--- config.mk ---
export PLATFORM = sky130hd
export DESIGN_NAME = pbc_ctrl
export DESIGN_NICKNAME = d
export VERILOG_FILES = /design/src/rtl/pbc_pkg.sv /design/src/rtl/pbc_ctrl.sv
export SDC_FILE = /design/constraint.sdc
export NUM_CORES = 1
export LEC_CHECK = 0
export BUFFER_PORTS_ARGS = -buffer_cell sky130_fd_sc_hd__buf_2
export CAP_MARGIN = 20
export CELL_PAD_IN_SITES_DETAIL_PLACEMENT = 1
export CELL_PAD_IN_SITES_GLOBAL_PLACEMENT = 1
export CORE_ASPECT_RATIO = 1.25
export CORE_UTILIZATION = 41
export DETAILED_ROUTE_END_ITERATION = 10
export PLACE_DENSITY_LB_ADDON = 0.1
export SYNTH_ARGS = -nofsm -noshare
export SYNTH_HDL_FRONTEND = slang
export SYNTH_SLANG_ARGS = --single-unit
--- constraint.sdc ---
create_clock -name i_mclk -period 5.35 [get_ports i_mclk]
set_input_delay 1.3375 -clock i_mclk [delete_from_list [all_inputs] [get_ports i_mclk]]
set_output_delay 1.3375 -clock i_mclk [all_outputs]
set_load 0.01 [all_outputs]
--- src/rtl/pbc_pkg.sv ---
package pbc_pkg;

  localparam logic [4:0] CTRL_ADDR = 5'h00;

  localparam int BIT_RST = 15;
  localparam int BIT_LOOPBACK_ENABLE = 14;
  localparam int BIT_SPD_LSB = 13;
  localparam int BIT_AUTONEG_ENABLE = 12;
  localparam int BIT_PDN = 11;
  localparam int BIT_ISO = 10;
  localparam int BIT_RESTART = 9;
  localparam int BIT_DUPLEX_SELECT = 8;
  localparam int BIT_COLLISION_TEST = 7;

  localparam logic RST_SPD_LSB = 1'h1;
  localparam logic RST_AUTONEG_ENABLE = 1'h1;
  localparam logic RST_DUPLEX_SELECT = 1'h1;

  localparam int CLK_MHZ = 250;
  localparam int SRST_US = 25;
  localparam int SRST_CYC = SRST_US * CLK_MHZ;
  localparam int SRST_CW = 13;

  typedef struct packed {
    logic wr;
    logic rd;
    logic [4:0] addr;
    logic [15:0] wdata;
  } pbc_mgmt_req_t;

  typedef struct packed {
    logic [3:0] txd;
    logic txen;
    logic txer;
  } pbc_mii_tx_t;

  typedef struct packed {
    logic [3:0] rxd;
    logic crs_dv;
    logic rx_er;
    logic col;
    logic crs;
  } pbc_mii_rx_t;

  typedef struct packed {
    logic line_tx_positive;
    logic line_tx_negative;
  } pbc_line_tx_t;

  typedef struct packed {
    logic speed_100;
    logic full_duplex;
  } pbc_an_res_t;

  typedef struct packed {
    logic init_pend;
    logic fiber;
    logic srst;
    logic [SRST_CW-1:0] srst_cnt;
    logic loopback_enable;
    logic spd_lsb;
    logic autoneg_enable;
    logic power_down_bit;
    logic isolate;
    logic autoneg_restart;
    logic duplex_select;
    logic collision_test;
    logic rvalid;
    logic [15:0] rdata;
    logic speed_100;
    logic full_duplex;
    logic power_down;
    logic line_oe_n;
    logic led_oe_n;
    logic mii_oe_n;
    pbc_line_tx_t line_tx;
    pbc_mii_tx_t phy_tx;
    pbc_mii_rx_t mii_rx;
  } pbc_state_t;

endpackage

--- src/rtl/pbc_ctrl.sv ---
`timescale 1ns/1ps
`default_nettype none
module pbc_ctrl
#(
  parameter int P_SRST_CYC = pbc_pkg::SRST_CYC
)
(
  input wire logic i_mclk,
  input wire logic i_rstn,
  input wire pbc_pkg::pbc_mgmt_req_t i_mgmt,
  input wire logic i_fiber_mode,
  input wire logic i_autoneg_strap_pin,
  input wire logic i_power_down_pin,
  input wire logic i_an_ack,
  input wire pbc_pkg::pbc_an_res_t i_an_res,
  input wire pbc_pkg::pbc_mii_tx_t i_mii_tx,
  input wire pbc_pkg::pbc_mii_rx_t i_phy_rx,
  input wire pbc_pkg::pbc_line_tx_t i_line_tx_core,
  output logic o_mgmt_rvalid,
  output logic [15:0] o_mgmt_rdata,
  output logic o_port_rst,
  output logic o_autoneg_restart,
  output logic o_autoneg_on,
  output logic o_speed_100,
  output logic o_full_duplex,
  output logic o_power_down,
  output pbc_pkg::pbc_line_tx_t o_line_tx,
  output logic o_line_oe_n,
  output logic o_led_oe_n,
  output pbc_pkg::pbc_mii_tx_t o_phy_tx,
  output pbc_pkg::pbc_mii_rx_t o_mii_rx,
  output logic o_mii_oe_n
);
  import pbc_pkg::*;

  pbc_state_t s_q;
  pbc_state_t s_d;
  logic wr0;
  logic pd;
  logic iso;
  logic autoneg_enable_new;
  logic [15:0] ctrl_word;

  always_comb
  begin
    ctrl_word = 16'h0000;
    ctrl_word[BIT_RST] = s_q.srst;
    ctrl_word[BIT_LOOPBACK_ENABLE] = s_q.loopback_enable;
    ctrl_word[BIT_SPD_LSB] = s_q.spd_lsb | s_q.fiber;
    ctrl_word[BIT_AUTONEG_ENABLE] = s_q.autoneg_enable;
    ctrl_word[BIT_PDN] = s_q.power_down_bit;
    ctrl_word[BIT_ISO] = s_q.isolate;
    ctrl_word[BIT_RESTART] = s_q.autoneg_restart;
    ctrl_word[BIT_DUPLEX_SELECT] = s_q.duplex_select;
    ctrl_word[BIT_COLLISION_TEST] = s_q.collision_test;
  end

  always_comb
  begin
    s_d = s_q;
    wr0 = i_mgmt.wr && (i_mgmt.addr == CTRL_ADDR);
    pd = s_q.power_down_bit | i_power_down_pin;
    iso = s_q.isolate | pd;
    autoneg_enable_new = s_q.fiber ? s_q.autoneg_enable : i_mgmt.wdata[BIT_AUTONEG_ENABLE];
    s_d.rvalid = i_mgmt.rd;
    s_d.rdata = (i_mgmt.rd && (i_mgmt.addr == CTRL_ADDR)) ? ctrl_word : 16'h0000;
    if (i_an_ack)
    begin
      s_d.autoneg_restart = 1'b0;
    end
    if (s_q.init_pend)
    begin
      s_d.init_pend = 1'b0;
      s_d.fiber = i_fiber_mode;
      s_d.autoneg_enable = i_autoneg_strap_pin & ~i_fiber_mode;
      s_d.spd_lsb = RST_SPD_LSB;
      // strap-load cycle already counts as the first soft reset cycle
      if (s_q.srst)
      begin
        s_d.srst_cnt = s_q.srst_cnt - SRST_CW'(1);
      end
    end
    else if (s_q.srst)
    begin
      if (s_q.srst_cnt == '0)
      begin
        s_d.srst = 1'b0;
      end
      else
      begin
        s_d.srst_cnt = s_q.srst_cnt - SRST_CW'(1);
      end
    end
    else if (wr0)
    begin
      if (i_mgmt.wdata[BIT_RST])
      begin
        s_d.srst = 1'b1;
        s_d.srst_cnt = SRST_CW'(P_SRST_CYC - 1);
        s_d.init_pend = 1'b1;
        s_d.loopback_enable = 1'b0;
        s_d.power_down_bit = 1'b0;
        s_d.isolate = 1'b0;
        s_d.autoneg_restart = 1'b0;
        s_d.duplex_select = RST_DUPLEX_SELECT;
        s_d.collision_test = 1'b0;
        s_d.autoneg_enable = RST_AUTONEG_ENABLE;
      end
      else
      begin
        s_d.loopback_enable = i_mgmt.wdata[BIT_LOOPBACK_ENABLE];
        s_d.power_down_bit = i_mgmt.wdata[BIT_PDN];
        s_d.isolate = i_mgmt.wdata[BIT_ISO];
        s_d.duplex_select = i_mgmt.wdata[BIT_DUPLEX_SELECT];
        s_d.collision_test = i_mgmt.wdata[BIT_COLLISION_TEST];
        if (!s_q.fiber)
        begin
          s_d.spd_lsb = i_mgmt.wdata[BIT_SPD_LSB];
        end
        s_d.autoneg_enable = autoneg_enable_new;
        if (i_mgmt.wdata[BIT_RESTART] && autoneg_enable_new)
        begin
          s_d.autoneg_restart = 1'b1;
        end
      end
    end
    s_d.speed_100 = s_q.autoneg_enable ? i_an_res.speed_100 : s_q.spd_lsb;
    s_d.full_duplex = s_q.autoneg_enable ? i_an_res.full_duplex : s_q.duplex_select;
    s_d.power_down = pd;
    s_d.line_oe_n = pd | s_q.loopback_enable | s_q.srst;
    s_d.line_tx = i_line_tx_core;
    s_d.led_oe_n = pd;
    s_d.mii_oe_n = iso;
    s_d.phy_tx = (iso | s_q.loopback_enable) ? '0 : i_mii_tx;
    if (iso)
    begin
      s_d.mii_rx = '0;
    end
    else if (s_q.loopback_enable)
    begin
      s_d.mii_rx.rxd = i_mii_tx.txd;
      s_d.mii_rx.crs_dv = i_mii_tx.txen;
      s_d.mii_rx.rx_er = i_mii_tx.txer;
      s_d.mii_rx.crs = i_mii_tx.txen;
      s_d.mii_rx.col = s_q.collision_test & i_mii_tx.txen;
    end
    else
    begin
      s_d.mii_rx = i_phy_rx;
      s_d.mii_rx.col = i_phy_rx.col | (s_q.collision_test & i_mii_tx.txen);
    end
  end

  always_ff @(posedge i_mclk or negedge i_rstn)
  begin
    if (!i_rstn)
    begin
      s_q <= '0;
      s_q.init_pend <= 1'b1;
      s_q.spd_lsb <= RST_SPD_LSB;
      s_q.autoneg_enable <= RST_AUTONEG_ENABLE;
      s_q.duplex_select <= RST_DUPLEX_SELECT;
      s_q.line_oe_n <= 1'b1;
      s_q.led_oe_n <= 1'b1;
      s_q.mii_oe_n <= 1'b1;
    end
    else
    begin
      s_q <= s_d;
    end
  end

  assign o_mgmt_rvalid = s_q.rvalid;
  assign o_mgmt_rdata = s_q.rdata;
  assign o_port_rst = s_q.srst;
  assign o_autoneg_restart = s_q.autoneg_restart;
  assign o_autoneg_on = s_q.autoneg_enable;
  assign o_speed_100 = s_q.speed_100;
  assign o_full_duplex = s_q.full_duplex;
  assign o_power_down = s_q.power_down;
  assign o_line_tx = s_q.line_tx;
  assign o_line_oe_n = s_q.line_oe_n;
  assign o_led_oe_n = s_q.led_oe_n;
  assign o_phy_tx = s_q.phy_tx;
  assign o_mii_rx = s_q.mii_rx;
  assign o_mii_oe_n = s_q.mii_oe_n;

  // cycles spent in soft reset, for checking only
  logic [SRST_CW-1:0] a_len;
  always_ff @(posedge i_mclk or negedge i_rstn)
  begin
    if (!i_rstn)
    begin
      a_len <= '0;
    end
    else
    begin
      a_len <= s_q.srst ? a_len + SRST_CW'(1) : '0;
    end
  end
endmodule
`default_nettype wire

# Word-level counts from Yosys, hierarchy flattened
# Index checks and enable logic that the tools add are counted.
[classes]
n_addsub = 1
eq_ne = 5
mux = 27
n_bitwise = 12
n_reduce_logical = 12
[op_table]
columns = ["operator", "count"]
rows = [
  ["$mux W13", 3],
  ["$mux W14", 2],
  ["$mux W22", 1],
  ["$mux W16", 1],
  ["$mux W8", 2],
  ["$logic_not A13 Y1", 1],
  ["$mux W1", 13],
  ["$sub A13 B1 Y13 const B", 1],
  ["$mux W6", 2],
  ["$reduce_and A4 Y1", 2],
  ["$mux W7", 1],
  ["$or A1 B1 Y1", 7],
  ["$ne A2 B1 Y1 const B", 3],
  ["$reduce_bool A2 Y1", 3],
  ["$logic_not A5 Y1", 1],
  ["$logic_and A1 B1 Y1", 3],
  ["$mux W3", 1],
  ["$ne A3 B3 Y1 const B", 1],
  ["$not A1 Y1", 3],
  ["$reduce_and A3 Y1", 1],
  ["$and A1 B1 Y1", 2],
  ["$mux W2", 1],
  ["$ne A2 B2 Y1 const B", 1],
  ["$reduce_and A2 Y1", 1],
]
[word_totals]
reg_bits = 63
wordCells = 87

# Depth between registers and ports, before layout
[logic_depth]
ltp_word = 7
ltp_mapped = 7
ltp_nobuf = 6

# Worst setup path before layout
# Ideal clock, no wire load.
[synth_path]
path_kind = "input -> register"
start = "input port i_mgmt[16] (netlist bit)"
end = "register s_q[59] (netlist bit)"
setup_ns = 0.094
arrival_ns = 2.401
required_ns = 5.256
slack_ns = 2.855
path_stages = 5
path_buffers = 0
cell_sequence = "nor4_4 -> nand4_1 -> inv_1 -> a21oi_2 -> a221oi_2"
[synth_between]
elab_chain_len = 4
[synth_rtl]
columns = ["item", "line_no", "source"]
rows = [
  ["from (decl)", "pbc_ctrl.sv:10", "input wire pbc_pkg::pbc_mgmt_req_t i_mgmt,"],
  ["$logic_not A5 Y1", "pbc_ctrl.sv:61", "wr0 = i_mgmt.wr && (i_mgmt.addr == CTRL_ADDR);"],
  ["$logic_and A1 B1 Y1", "pbc_ctrl.sv:61", ""],
  ["$reduce_bool A2 Y1 (no line)", "n/a", ""],
  ["$reduce_and A4 Y1 (no line)", "n/a", ""],
  ["to (decl)", "pbc_ctrl.sv:36", "pbc_state_t s_q;"],
]
# No other way between the ends.
# A chain may end at the register's enable or synchronous reset.

# Worst setup path after layout
# Same ends and word-level chain as after synthesis.

==> summary.txt <==
status = finished clean
most common flop cell mapped by yosys = dfrtp_1
worst min path class = reg2reg
Clock Latency Late Sink = 310 ps
met1 usage = 20.6%
cell count after placement = 367
busiest grt layer = met2
GRT Residual Overflow = 0
final routed DRC violation total = 0
asr flop ratio synth = 100%
total core area = 6170 um2
first-pass GRT wire length = 8.90 mm
Slew Limit Headroom = 45.4%
Synth Area in Simple Gates = 18.3%
Post-synth EDFFs = 0
vias in the first global route = 1924
Peak VDD IR = 0.184 mV
number of antenna violations at the first check in global routing = 0
WHS = 523 ps
Port Buf Inserts = 74
Final WS setup = 2780 ps
via count = 1850
Synth warnings = 0
fillers = 743
Final ANT Viol Nets = 0
DP Worst Slack = 2430 ps
# rows = 32
Die ar. = 6700 um2
DIE HEIGHT = 91.3 um
Final Setup Violations = 0
Initial Utilization = 42.4%
mux cell area share after synthesis = 4.40%
synth top area cells = dfrtp_1 47%, buf_4 9.2%, dfstp_2 7.0%
Worst Path Required = 5570 ps
main combinational cell family by area after synthesis = simple AND/OR/NAND/NOR gates
# diodes = 0
Tightest Pin Transition = 811 ps
Syn-to-layout area delta = 13.1%
met3 GRT Util = 3.77%
First DRT Iteration DRCs = 57
Post-CTS Resized = 0
FMAX = 389 MHz
post-detail-place hpwl = 3.93 mm
setup_tns = 0 ps
CTS Buf Count = 5
layout cells sized above 1 = 35.9%
Post-Synthesis Cells = 239
met2 usage = 30.9%
Synth cell types = 48
Storage cell area = 1410 um2
hold buffer count at CTS = 0
CP endpoint kind = flop
worst clock skew = 6.33 ps
most common cell in the synthesized netlist = dfrtp_1
kind of critical path = in2reg
leading area contributor after synthesis = dfrtp_1
wirelength, routed = 5.39 mm
Yosys reg bits = 56
top cell type's share of synthesized area = 46.9%
XOR/XNOR Fraction of Synth Area = 0%
clk slew on worst S/H paths = 100 ps
fraction of the mapped netlist area in adder cells = 0.957%
Final Max Slew Viols = 0
RD Place Congestion = 0.725
htree depth = 2
routed length per instance = 14.4 um
CP Launch Type = input port
vias per cell = 4.93
Die W = 73.4 um
CTS tree = built
Period minus WS final = 2570 ps
1st-pass router iterations = 4
nets = 338
Clock Path Buffers = 2
fin crit share = 48.1%
post-synthesis sequential area ratio = 53.9%
CP Data Arrival Time = 2790 ps
Max-Cap Viols = 0
Boundary Pins = 89
Mapped Area = 2610 um2
total chip power = 0.00102 W
Root Buffer Master = clkbuf_8
Leak = 1.49 nW
non-filler cells, final = 375
Compound-Gate Fraction of Synth Area = 9.29%
total track usage = 17.5%
clock sink count = 56
RSZ-0062 raised after global routing = false
Post-CTS Setup Bufs = 0
top cells by count, synth = 49 x dfrtp_1, 32 x buf_4, 18 x inv_1, 14 x and2_1, 13 x nor2_1
Pwr per Cell Area = 346 nW/um2
multi-input logic area = 888 um2
largest net degree at the start of global routing = 57
Final Hold Viols = 0
Mean Syn Cell Area = 10.9 um2
Max FO, Critical Path = 7
-- layer usage --
| layer | share of wire, % | vias to the layer above | wire length (um) |
|---|---|---|---|
| met5 | 0 | - | 0 |
| met4 | 1.5 | 0 | 82 |
| met3 | 5.1 | 7 | 276 |
| met2 | 53 | 49 | 2850 |
| met1 | 40 | 914 | 2180 |
| li1 | - | 880 | - |
-- cell families (layout without fill, tap and decap cells) --
| family | count (synthesis) | in the layout |
|---|---|---|
| AND/OR/NAND/NOR | 78 | 78 |
| flip-flops | 56 | 56 |
| buffers and inverters | 56 | 101 |
| AO/OA/AOI/OAI | 35 | 35 |
| multiplexers | 11 | 11 |
| adder cells (fa/ha/maj) | 2 | 2 |
| other | 1 | 7 |
-- layout make-up --
| type | count | area share, % |
|---|---|---|
| multi-input combinational | 133 | 30.0 |
| sequential | 56 | 47.7 |
| clock inverter | 1 | 1.02 |
| tap | 85 | 3.60 |
| inverter | 18 | 2.29 |
| clock buffer | 7 | 2.58 |
| timing repair buffer | 75 | 12.8 |
-- placed cells by master (no fill, tap or decap), types with 7 or more instances in the layout --
master,n
inv_1,18
dfstp_2,7
buf_2,74
mux2i_1,7
nand2_1,10
dfrtp_1,49
nor2_1,13
a21oi_1,10
and2_1,14
conb_1,7
-- sequential cells by signal (all words and copies together) (netlist names), 2 cells and up --
| signal | cells |
|---|---|
| o_line_tx | 2 |
| o_mii_rx | 8 |
| o_phy_tx | 6 |
| o_mgmt_rdata | 9 |
| ctrl_word | 5 |
| s_q | 16 |
-- power by group --
part / internal, W / leakage, nW / total (W) / switching (W)
logic: 0.0000894 / 0.750 / 0.000195 / 0.000105
registers: 0.000488 / 0.686 / 0.000554 / 0.0000654
clock network: 0.000140 / 0.0524 / 0.000275 / 0.000135
total: 0.000718 / 1.49 / 0.00102 / 0.000305
-- final timing paths --
path	from	end	slack [ps]	cells past startpoint
max	i_mgmt[16]	s_q[59]	2780	6
min	ctrl_word[8]	ctrl_word[8]	520	2
max reg2reg	s_q[47]	s_q[52]	3310	6
min reg2reg	ctrl_word[8]	ctrl_word[8]	520	2
max in group asynchronous	i_rstn	s_q[51]	3740	2
min in group asynchronous	i_rstn	s_q[49]	1150	2
-- through the flow --
step                      util, %  instance area, um2
after floorplan                 -                2640
after global placement       46.2                2850
after detailed placement     46.2                2850
after CTS                    48.0                2960
after global routing         48.0                2960
final                        48.0                2960
-- critical path, stage by stage --
cell      delay [ps]
buf_2            110
nor4_4           380
nand4_1          230
inv_1            280
a21oi_2          140
a221oi_2         310
Note: power is estimated with default switching activity, not from simulation.
